===== src/logic/swc_defines.vh =====
// Shared constants for the scalable wideband speech codec datapath.
// Assumes the includer needs frame layout, mode codes and filter constants.
`ifndef SWC_DEFINES_VH
`define SWC_DEFINES_VH
// Mode codes.
`define SWC_MODE_CORE_ONLY 2'h0
`define SWC_MODE_NB_REFINED 2'h1
`define SWC_MODE_WB_CORE 2'h2
`define SWC_MODE_FULL 2'h3
// Frame layout in bytes: 5 ms frame, 40 core codes, 10 bytes per enhancement layer.
`define SWC_FRAME_MS 5
`define SWC_CORE_BYTES 40
`define SWC_ENH_BYTES 10
`define SWC_WB_SAMPLES 80
// Pre-filter pole 0.984375 = 63/64, as a shift of 6.
`define SWC_HPF_SHIFT 6
// Noise gate threshold on output magnitude.
`define SWC_GATE_LEVEL 16'h0040
`endif


===== src/logic/swc_codec.v =====
// Scalable wideband speech codec: encoder and decoder datapaths.
// Assumes samples arrive synchronous to sys_clk_i with valid strobes and
// that the far party supplies the active mode outside the stream.
`timescale 1ns/1ps
`include "swc_defines.vh"
module swc_codec #(
    parameter FIFO_DEPTH = 8
) (
    // Clock and reset
    input wire sys_clk_i,
    input wire rst_i,
    // Mode, held outside the stream
    input wire [1:0] mode_i,
    // Encoder audio input, 16 kHz
    input wire enc_valid_i,
    input wire signed [15:0] enc_sample_i,
    // Encoder stream output
    output reg enc_byte_valid_o,
    input wire enc_byte_ready_i,
    output reg [7:0] enc_byte_o,
    output reg enc_frame_end_o,
    // Decoder stream input
    input wire dec_byte_valid_i,
    output reg dec_byte_ready_o,
    input wire [7:0] dec_byte_i,
    input wire dec_frame_erased_i,
    // Decoder audio output
    output reg dec_valid_o,
    output reg signed [15:0] dec_sample_o,
    output reg dec_wideband_o
);
    // ------------------------------------------------------------------
    // Helpers
    // ------------------------------------------------------------------
    // layer presence per mode
    function has_refine;
        input [1:0] m;
        begin
            has_refine = (m == `SWC_MODE_NB_REFINED) || (m == `SWC_MODE_FULL);
        end
    endfunction
    function has_high;
        input [1:0] m;
        begin
            has_high = (m == `SWC_MODE_WB_CORE) || (m == `SWC_MODE_FULL);
        end
    endfunction
    // Compress a sample to an 8-bit log-style code.
    function [7:0] compand;
        input signed [15:0] s;
        reg [15:0] mag;
        reg [2:0] ex;
        integer k;
        begin
            mag = s[15] ? (~s + 16'h0001) : s;
            ex = 3'h0;
            for (k = 8; k < 15; k = k + 1) begin
                if (mag[k]) begin
                    ex = k[2:0] - 3'h0;
                end
            end
            ex = (mag[14:8] == 7'h00) ? 3'h0 : ex + 3'h1;
            compand = {s[15], ex, mag[ex+4 -: 4]};
        end
    endfunction
    // Expand an 8-bit code back to a sample.
    function signed [15:0] expand;
        input [7:0] c;
        reg [15:0] mag;
        begin
            mag = {11'h000, 1'b1, c[3:0]} << c[6:4];
            expand = c[7] ? (~mag + 16'h0001) : mag;
        end
    endfunction
    // ------------------------------------------------------------------
    // Encoder front end
    // ------------------------------------------------------------------
    reg signed [15:0] hpf_prev_in;
    reg signed [19:0] hpf_out;
    reg signed [15:0] even_smp;
    reg phase;
    reg signed [16:0] low_band;
    reg signed [16:0] high_band;
    reg band_valid;
    wire signed [19:0] hpf_next;
    wire signed [15:0] hpf_s;
    assign hpf_next = hpf_out - (hpf_out >>> `SWC_HPF_SHIFT)
        + {{4{enc_sample_i[15]}}, enc_sample_i} - {{4{hpf_prev_in[15]}}, hpf_prev_in};
    assign hpf_s = hpf_next[15:0];
    always @(posedge sys_clk_i or posedge rst_i) begin
        if (rst_i) begin
            hpf_prev_in <= 16'h0000;
            hpf_out <= 20'h00000;
            even_smp <= 16'h0000;
            phase <= 1'b0;
            low_band <= 17'h00000;
            high_band <= 17'h00000;
            band_valid <= 1'b0;
        end else begin
            band_valid <= 1'b0;
            if (enc_valid_i) begin
                hpf_prev_in <= enc_sample_i;
                hpf_out <= hpf_next;
                phase <= ~phase;
                if (!phase) begin
                    even_smp <= hpf_s;
                end else begin
                    low_band <= {even_smp[15], even_smp} + {hpf_s[15], hpf_s};
                    high_band <= {even_smp[15], even_smp} - {hpf_s[15], hpf_s};
                    band_valid <= 1'b1;
                end
            end
        end
    end

    // ------------------------------------------------------------------
    // Encoder layer assembly
    // ------------------------------------------------------------------
    reg [7:0] core_buf [0:`SWC_CORE_BYTES-1];
    reg [7:0] ref_buf [0:`SWC_ENH_BYTES-1];
    reg [7:0] hi_buf [0:`SWC_ENH_BYTES-1];
    reg [5:0] enc_idx;
    reg [15:0] hi_peak;
    reg [7:0] highband_norm_factor;
    reg [1:0] enc_mode;
    reg enc_busy;
    reg [1:0] enc_layer;
    reg [5:0] enc_pos;
    reg fifo_in_valid;
    reg [8:0] fifo_in_data;
    wire fifo_in_ready;
    wire fifo_out_valid;
    wire [8:0] fifo_out_data;
    wire [7:0] core_code;
    wire [15:0] hi_abs;
    wire signed [15:0] core_exp = expand(core_code);
    assign core_code = compand(low_band[16:1]);
    assign hi_abs = high_band[16] ? (~high_band[16:1] + 16'h0001) : high_band[16:1];
    always @(posedge sys_clk_i or posedge rst_i) begin
        if (rst_i) begin
            enc_idx <= 6'h00;
            hi_peak <= 16'h0000;
            highband_norm_factor <= 8'h00;
            enc_mode <= `SWC_MODE_CORE_ONLY;
            enc_busy <= 1'b0;
            enc_layer <= 2'h0;
            enc_pos <= 6'h00;
            fifo_in_valid <= 1'b0;
            fifo_in_data <= 9'h000;
        end else begin
            if (band_valid) begin
                core_buf[enc_idx] <= core_code;
                if (enc_idx[1:0] == 2'h0) begin
                    ref_buf[enc_idx[5:2]] <= low_band[7:0] ^ core_exp[7:0];
                    // coarse spectral term, magnitude high byte without norm factor
                    hi_buf[enc_idx[5:2]] <= hi_abs[15:8];
                end
                hi_peak <= (hi_abs > hi_peak) ? hi_abs : hi_peak;
                if (enc_idx == `SWC_CORE_BYTES - 1) begin
                    enc_idx <= 6'h00;
                    highband_norm_factor <= hi_peak[15:8];
                    hi_peak <= 16'h0000;
                    // mode latched per frame from outside
                    enc_mode <= mode_i;
                    enc_busy <= 1'b1;
                    enc_layer <= 2'h0;
                    enc_pos <= 6'h00;
                end else begin
                    enc_idx <= enc_idx + 6'h01;
                end
            end
            if (fifo_in_valid && fifo_in_ready) begin
                fifo_in_valid <= 1'b0;
            end
            if (enc_busy && (!fifo_in_valid || fifo_in_ready)) begin
                fifo_in_valid <= 1'b1;
                case (enc_layer)
                    2'h0: fifo_in_data <= {1'b0, core_buf[enc_pos]};
                    2'h1: fifo_in_data <= {1'b0, ref_buf[enc_pos[3:0]]};
                    2'h2: fifo_in_data <= {1'b0, (enc_pos == 6'h00) ?
                        highband_norm_factor : hi_buf[enc_pos[3:0]]};
                    default: fifo_in_data <= 9'h000;
                endcase
                if ((enc_layer == 2'h0 && enc_pos == `SWC_CORE_BYTES - 1) ||
                    (enc_layer != 2'h0 && enc_pos == `SWC_ENH_BYTES - 1)) begin
                    enc_pos <= 6'h00;
                    if (enc_layer == 2'h0 && has_refine(enc_mode)) begin
                        enc_layer <= 2'h1;
                    end else if (enc_layer != 2'h2 && has_high(enc_mode)) begin
                        enc_layer <= 2'h2;
                    end else begin
                        enc_busy <= 1'b0;
                        fifo_in_data[8] <= 1'b1;
                    end
                end else begin
                    enc_pos <= enc_pos + 6'h01;
                end
            end
        end
    end

    swc_fifo #(.WIDTH(9), .DEPTH(FIFO_DEPTH), .AW(3)) u_fifo (
        .sys_clk_i(sys_clk_i),
        .rst_i(rst_i),
        .in_valid_i(fifo_in_valid),
        .in_ready_o(fifo_in_ready),
        .in_data_i(fifo_in_data),
        .out_valid_o(fifo_out_valid),
        .out_ready_i(!enc_byte_valid_o || enc_byte_ready_i),
        .out_data_o(fifo_out_data)
    );

    always @(posedge sys_clk_i or posedge rst_i) begin
        if (rst_i) begin
            enc_byte_valid_o <= 1'b0;
            enc_byte_o <= 8'h00;
            enc_frame_end_o <= 1'b0;
        end else if (!enc_byte_valid_o || enc_byte_ready_i) begin
            enc_byte_valid_o <= fifo_out_valid;
            enc_byte_o <= fifo_out_data[7:0];
            enc_frame_end_o <= fifo_out_valid && fifo_out_data[8];
        end
    end

    // ------------------------------------------------------------------
    // Decoder
    // ------------------------------------------------------------------
    reg [1:0] dec_mode;
    reg [1:0] dec_layer;
    reg [5:0] dec_pos;
    reg [7:0] dcore [0:`SWC_CORE_BYTES-1];
    reg [7:0] dref [0:`SWC_ENH_BYTES-1];
    reg [7:0] dhi [0:`SWC_ENH_BYTES-1];
    reg [7:0] dec_norm;
    reg play;
    reg [6:0] play_idx;
    reg signed [15:0] last_lb;
    reg signed [15:0] last_hb;
    reg [1:0] dec_play_mode;
    reg erased;
    wire [5:0] pi;
    wire signed [15:0] lb_core;
    wire signed [15:0] lb_val;
    wire signed [15:0] hb_val;
    wire signed [16:0] syn;
    wire signed [15:0] gated;
    wire [15:0] syn_abs;
    assign pi = play_idx[6:1];
    assign lb_core = erased ? (last_lb >>> 1) : expand(dcore[pi]);
    assign lb_val = lb_core + ((has_refine(dec_play_mode) && !erased) ?
        {{8{dref[pi[5:2]][7]}}, dref[pi[5:2]]} : 16'h0000);
    // inverse spectral step with the norm byte subtracted
    // high band concealed on its own
    assign hb_val = !has_high(dec_play_mode) ? 16'h0000 :
        erased ? (last_hb >>> 1) :
        (dhi[pi[5:2]] == 8'h00) ? 16'h0000 :
        $signed({1'b0, dhi[pi[5:2]][6:0], 8'h00}) - $signed({8'h00, dec_norm});
    assign syn = play_idx[0] ? ({lb_val[15], lb_val} - {hb_val[15], hb_val}) :
        ({lb_val[15], lb_val} + {hb_val[15], hb_val});
    assign syn_abs = syn[16] ? (~syn[16:1] + 16'h0001) : syn[16:1];
    assign gated = (syn_abs < `SWC_GATE_LEVEL) ? 16'h0000 : syn[16:1];
    always @(posedge sys_clk_i or posedge rst_i) begin
        if (rst_i) begin
            dec_mode <= `SWC_MODE_CORE_ONLY;
            dec_layer <= 2'h0;
            dec_pos <= 6'h00;
            dec_norm <= 8'h00;
            play <= 1'b0;
            play_idx <= 7'h00;
            last_lb <= 16'h0000;
            last_hb <= 16'h0000;
            dec_play_mode <= `SWC_MODE_CORE_ONLY;
            erased <= 1'b0;
            dec_byte_ready_o <= 1'b0;
            dec_valid_o <= 1'b0;
            dec_sample_o <= 16'h0000;
            dec_wideband_o <= 1'b0;
        end else begin
            dec_byte_ready_o <= !play;
            dec_valid_o <= 1'b0;
            if (dec_layer == 2'h0 && dec_pos == 6'h00) begin
                dec_mode <= mode_i;
            end
            if (!play && dec_frame_erased_i) begin
                erased <= 1'b1;
                dec_play_mode <= mode_i;
                play <= 1'b1;
                play_idx <= 7'h00;
                dec_layer <= 2'h0;
                dec_pos <= 6'h00;
                dec_byte_ready_o <= 1'b0;
            end else if (!play && dec_byte_valid_i && dec_byte_ready_o) begin
                case (dec_layer)
                    2'h0: dcore[dec_pos] <= dec_byte_i;
                    2'h1: dref[dec_pos[3:0]] <= dec_byte_i;
                    2'h2: begin
                        if (dec_pos == 6'h00) begin
                            dec_norm <= dec_byte_i;
                        end
                        dhi[dec_pos[3:0]] <= (dec_pos == 6'h00) ? 8'h00 : dec_byte_i;
                    end
                    default: dec_pos <= 6'h00;
                endcase
                if ((dec_layer == 2'h0 && dec_pos == `SWC_CORE_BYTES - 1) ||
                    (dec_layer != 2'h0 && dec_pos == `SWC_ENH_BYTES - 1)) begin
                    dec_pos <= 6'h00;
                    if (dec_layer == 2'h0 && has_refine(dec_mode)) begin
                        dec_layer <= 2'h1;
                    end else if (dec_layer != 2'h2 && has_high(dec_mode)) begin
                        dec_layer <= 2'h2;
                    end else begin
                        dec_layer <= 2'h0;
                        erased <= 1'b0;
                        dec_play_mode <= dec_mode;
                        play <= 1'b1;
                        play_idx <= 7'h00;
                        dec_byte_ready_o <= 1'b0;
                    end
                end else begin
                    dec_pos <= dec_pos + 6'h01;
                end
            end
            if (play) begin
                dec_valid_o <= has_high(dec_play_mode) || !play_idx[0];
                // narrowband modes emit every other sample
                dec_sample_o <= has_high(dec_play_mode) ? gated :
                    ((lb_val < 16'sh0040) && (lb_val > -16'sh0040) ? 16'h0000 : lb_val);
                dec_wideband_o <= has_high(dec_play_mode);
                if (play_idx[0]) begin
                    last_lb <= lb_val;
                    last_hb <= hb_val;
                end
                if (play_idx == `SWC_WB_SAMPLES - 1) begin
                    play <= 1'b0;
                end else begin
                    play_idx <= play_idx + 7'h01;
                end
            end
        end
    end
endmodule // swc_codec


===== src/logic/swc_fifo.v =====
// Synchronous FIFO with valid/ready on both sides.
// Assumes one clock and an asynchronous active-high reset.
`timescale 1ns/1ps
module swc_fifo #(
    parameter WIDTH = 8,
    parameter DEPTH = 8,
    parameter AW = 3
) (
    // Clock and reset
    input wire sys_clk_i,
    input wire rst_i,
    // Write side
    input wire in_valid_i,
    output wire in_ready_o,
    input wire [WIDTH-1:0] in_data_i,
    // Read side
    output wire out_valid_o,
    input wire out_ready_i,
    output wire [WIDTH-1:0] out_data_o
);
    reg [WIDTH-1:0] mem [0:DEPTH-1];
    reg [AW-1:0] wr_ptr;
    reg [AW-1:0] rd_ptr;
    reg [AW:0] count;
    wire do_wr;
    wire do_rd;
    assign in_ready_o = (count != DEPTH[AW:0]);
    assign out_valid_o = (count != {(AW+1){1'b0}});
    assign out_data_o = mem[rd_ptr];
    assign do_wr = in_valid_i && in_ready_o;
    assign do_rd = out_valid_o && out_ready_i;
    always @(posedge sys_clk_i) begin
        if (do_wr) begin
            mem[wr_ptr] <= in_data_i;
        end
    end
    always @(posedge sys_clk_i or posedge rst_i) begin
        if (rst_i) begin
            wr_ptr <= {AW{1'b0}};
            rd_ptr <= {AW{1'b0}};
            count <= {(AW+1){1'b0}};
        end else begin
            if (do_wr) begin
                wr_ptr <= (wr_ptr == DEPTH[AW-1:0] - 1'b1) ? {AW{1'b0}} : wr_ptr + 1'b1;
            end
            if (do_rd) begin
                rd_ptr <= (rd_ptr == DEPTH[AW-1:0] - 1'b1) ? {AW{1'b0}} : rd_ptr + 1'b1;
            end
            if (do_wr && !do_rd) begin
                count <= count + 1'b1;
            end else if (do_rd && !do_wr) begin
                count <= count - 1'b1;
            end
        end
    end
endmodule // swc_fifo


===== config.mk =====
export PLATFORM = sky130hd
export DESIGN_NAME = swc_codec
export DESIGN_NICKNAME = d
export VERILOG_FILES = /design/src/logic/swc_codec.v /design/src/logic/swc_fifo.v
export VERILOG_INCLUDE_DIRS = /design/src /design/src/logic
export SDC_FILE = /design/constraint.sdc
export NUM_CORES = 2
export LEC_CHECK = 0
export BUFFER_PORTS_ARGS = -buffer_cell sky130_fd_sc_hd__buf_2
export CAP_MARGIN = 20
export CORE_UTILIZATION = 45
export DETAILED_ROUTE_END_ITERATION = 8
export HOLD_SLACK_MARGIN = 0.08
export PLACE_DENSITY = 0.66
export SLEW_MARGIN = 20
export SYNTH_ARGS = -nofsm -noshare
export SYNTH_HDL_FRONTEND = slang
export SYNTH_SLANG_ARGS = --single-unit

===== constraint.sdc =====
create_clock -name sys_clk_i -period 8.42 [get_ports sys_clk_i]
set_clock_uncertainty 0.15 [all_clocks]
set_input_delay 0.842 -clock sys_clk_i [delete_from_list [all_inputs] [get_ports sys_clk_i]]
set_output_delay 0.842 -clock sys_clk_i [all_outputs]
set_load 0.01 [all_outputs]

==> reports/summary.txt <==
Mean Syn Cell Area: 14.7 sq um
DIE AREA: 0.131 sq mm
Final setup fails: 0
Worst-path clk slew: 60 ps
Async SR Flop Fraction: 18.6%
Antenna viol nets, final: 0
Post-synth top flop: edfxtp_1
GP Congestion: 0.885
Number of core rows: 131
CP Capture Type: flip-flop
Initial core utilization: 45.4%
Most frequent cells in the layout: edfxtp_1, nand2_1, mux4_2
Die Height: 361 microns
Register bit total from synthesis: 1268
Vias per inst: 5.78
Most common cell after layout, fill and taps aside: edfxtp_1
Port buffer count: 60
CP max stage cell: mux4_2
Status: finished clean
Post-Syn Nets: 4143
Share of post-route cells with drive strength above 1: 19.5%
Synthesis-to-layout area growth: 13.5%
WS Path Type: reg2reg
Max-slew violations: 0
Io pins: 61
Root Driver: clkbuf_16
Critical Path RT: 8880 ps
Maximum number of pins on one net before global-route repair: 114
H-tree depth: 4
Initial drt markers: 3049
Worst-Skew Late Latency: 760 ps
Max incr delay on CP: 530 ps
Post-synthesis sequential area ratio: 63.5%
Buf+Inv Stages, Crit Path: 6
Total Wirelength: 131 mm
Detailed Place HPWL: 84.6 mm
Sinks on Clock Net: 1268
Final Critical Period: 8070 ps
CTS tree: yes
Layout Utilization: 51.6%
Post-Place Cell Area: 0.0608 sq mm
Nets: 4283
Netlist Area Pre-Place: 0.0581 sq mm
Hold WC Path Type: in2reg
Die X: 361 microns
Post-route DRC: 0
Synth cell types: 93
Top delay family on crit path: compound AO/OA/AOI/OAI gates
F_max: 0.124 GHz
Initial antenna violation count: 1
Number of detailed-route iterations in the first pass: 6
Maximum capacitance violations: 0
Mapped Cells: 3950
Fill cells: 10400
Hold Violations, Final: 0
Core area: 0.128 sq mm
Slew HR: 31.2%
Final WS setup: 354 ps
Post-DR wirelength/cell: 22.3 microns
Worst-Margin Slew: 1020 ps
Number of synthesized flops with an enable pin: 1032
Largest fanout on the critical path: 13
CTS hold repair buffers: 0
DP Cell Count: 5584
DP Worst Slack: 81.3 ps
Vias post-DR: 33900
Period utilization: 95.8%
Clock Tree Buf Depth: 3
Grt ovf: 0
Synthesis Warnings: 0
First-pass GRT wire length: 202 mm
Finished Cell Area: 0.0659 sq mm
Final Non-Filler Cells: 5866
Total CTS buffers: 136
GRT Overall Usage: 20.1%
Startpoint Class: flip-flop
Worst path arrival time: 8530 ps
Number of global-route vias before repair: 33800
per-layer routing:
metal	track usage, %	share of wire, %
met5	0	0
met4	5.18	2.1
met3	3.55	6.2
met2	33.1	49
met1	27.8	43
per-stage QoR:
stage               TNS, ps  hold slack [ps]
finish                    0              199
global route          -51.8              182
CTS                       0              157
detailed placement        0              312
global placement          0              308
floorplan                 0              291
flip-flops by register name, summed over array words and instances (netlist names), 9 cells and up:
signal        flops
core_buf        320
dcore           320
dhi              80
dref             80
hi_buf           80
ref_buf          80
u_fifo.mem       72
hpf_out          20
low_band         17
dec_sample_o     16
even_smp         16
hi_peak          16
high_band        16
hpf_prev_in      16
last_hb          15
last_lb          15
fifo_in_data      9
worst paths after layout:
path / start / endpoint / slack [ps] / cells past startpoint
worst max-delay path: play_idx[1] / dec_sample_o[7] / 350 / 36
worst max register to register: play_idx[1] / dec_sample_o[7] / 350 / 36
worst min register to register: enc_byte_o[3] / enc_byte_o[3] / 320 / 2
worst min-delay path: enc_sample_i[9] / hpf_prev_in[9] / 200 / 3
max in group asynchronous: rst_i / hpf_prev_in[11] / 5590 / 4
min in group asynchronous: rst_i / dec_mode[1] / 320 / 2
kinds of logic (layout without fill, tap and decap cells):
| family | count (synthesis) | after routing | synth area share, % |
|---|---|---|---|
| adders and majority gates | 162 | 162 | 3.94 |
| and+or+nand+nor | 887 | 887 | 7.32 |
| muxes | 391 | 391 | 12.2 |
| xor gates and xnor gates | 151 | 151 | 2.36 |
| buffers and inverters | 349 | 602 | 2.34 |
| other | 0 | 1 | 0 |
| AOI/OAI and AO/OA | 742 | 742 | 8.35 |
| DFF | 1268 | 1268 | 63.5 |
what timing repair did:
| action | 4_1_cts | 5_1_grt |
|---|---|---|
| resized for setup | 0 | 61 |
| buffers inserted | 0 | 28 |
| setup endpoints to repair | 0 | 16 |
| endpoints found under the hold margin | 0 | 0 |
synthesized netlist by cell type (all sizes together) (29+ instances only):
| cell | instances | share of area [%] |
|---|---|---|
| buf | 44 | 0.37 |
| a21oi | 157 | 1.4 |
| and2 | 31 | 0.33 |
| a31oi | 29 | 0.35 |
| dfrtp | 236 | 10 |
| fa | 35 | 1.2 |
| nand2 | 294 | 1.9 |
| inv | 149 | 0.96 |
| nand2b | 30 | 0.32 |
| nand3 | 56 | 0.48 |
| o21bai | 36 | 0.47 |
| a211oi | 69 | 0.91 |
| nor2b | 63 | 0.68 |
| mux4 | 246 | 9.5 |
| xor2 | 44 | 0.66 |
| edfxtp | 1032 | 53 |
| and3 | 29 | 0.31 |
| clkbuf | 155 | 1.0 |
| mux2i | 86 | 1.5 |
| ha | 126 | 2.7 |
| mux2 | 59 | 1.1 |
| nor3 | 37 | 0.33 |
| a22oi | 34 | 0.44 |
| nor2 | 229 | 1.5 |
| xnor2 | 104 | 1.6 |
| o21ai | 220 | 1.9 |
worst reg2reg max path, delay by kind of cell, from the launching register on:
kind / cells / cell delay (ps)
DFF: 1 / 490
muxes: 2 / 720
adders and majority gates: 3 / 960
and+or+nand+nor: 9 / 1620
buffers and inverters: 6 / 880
xor gates and xnor gates: 2 / 280
AOI/OAI and AO/OA: 14 / 2830
area by class of cell:
cell class,instances,area (sq um),area share (%)
Sequential cell,1268,36900,56.0
Inverter,150,574,0.871
Clock inverter,75,853,1.29
Antenna cell,1,2.50,0.00380
Clock buffer,176,3690,5.59
Multi-Input combinational cell,2333,20300,30.7
Timing Repair Buffer,201,1550,2.35
Tap cell,1662,2080,3.15
Power is not shown: default switching activity piles up to over one toggle a cycle in this logic, so the estimate is an artifact.
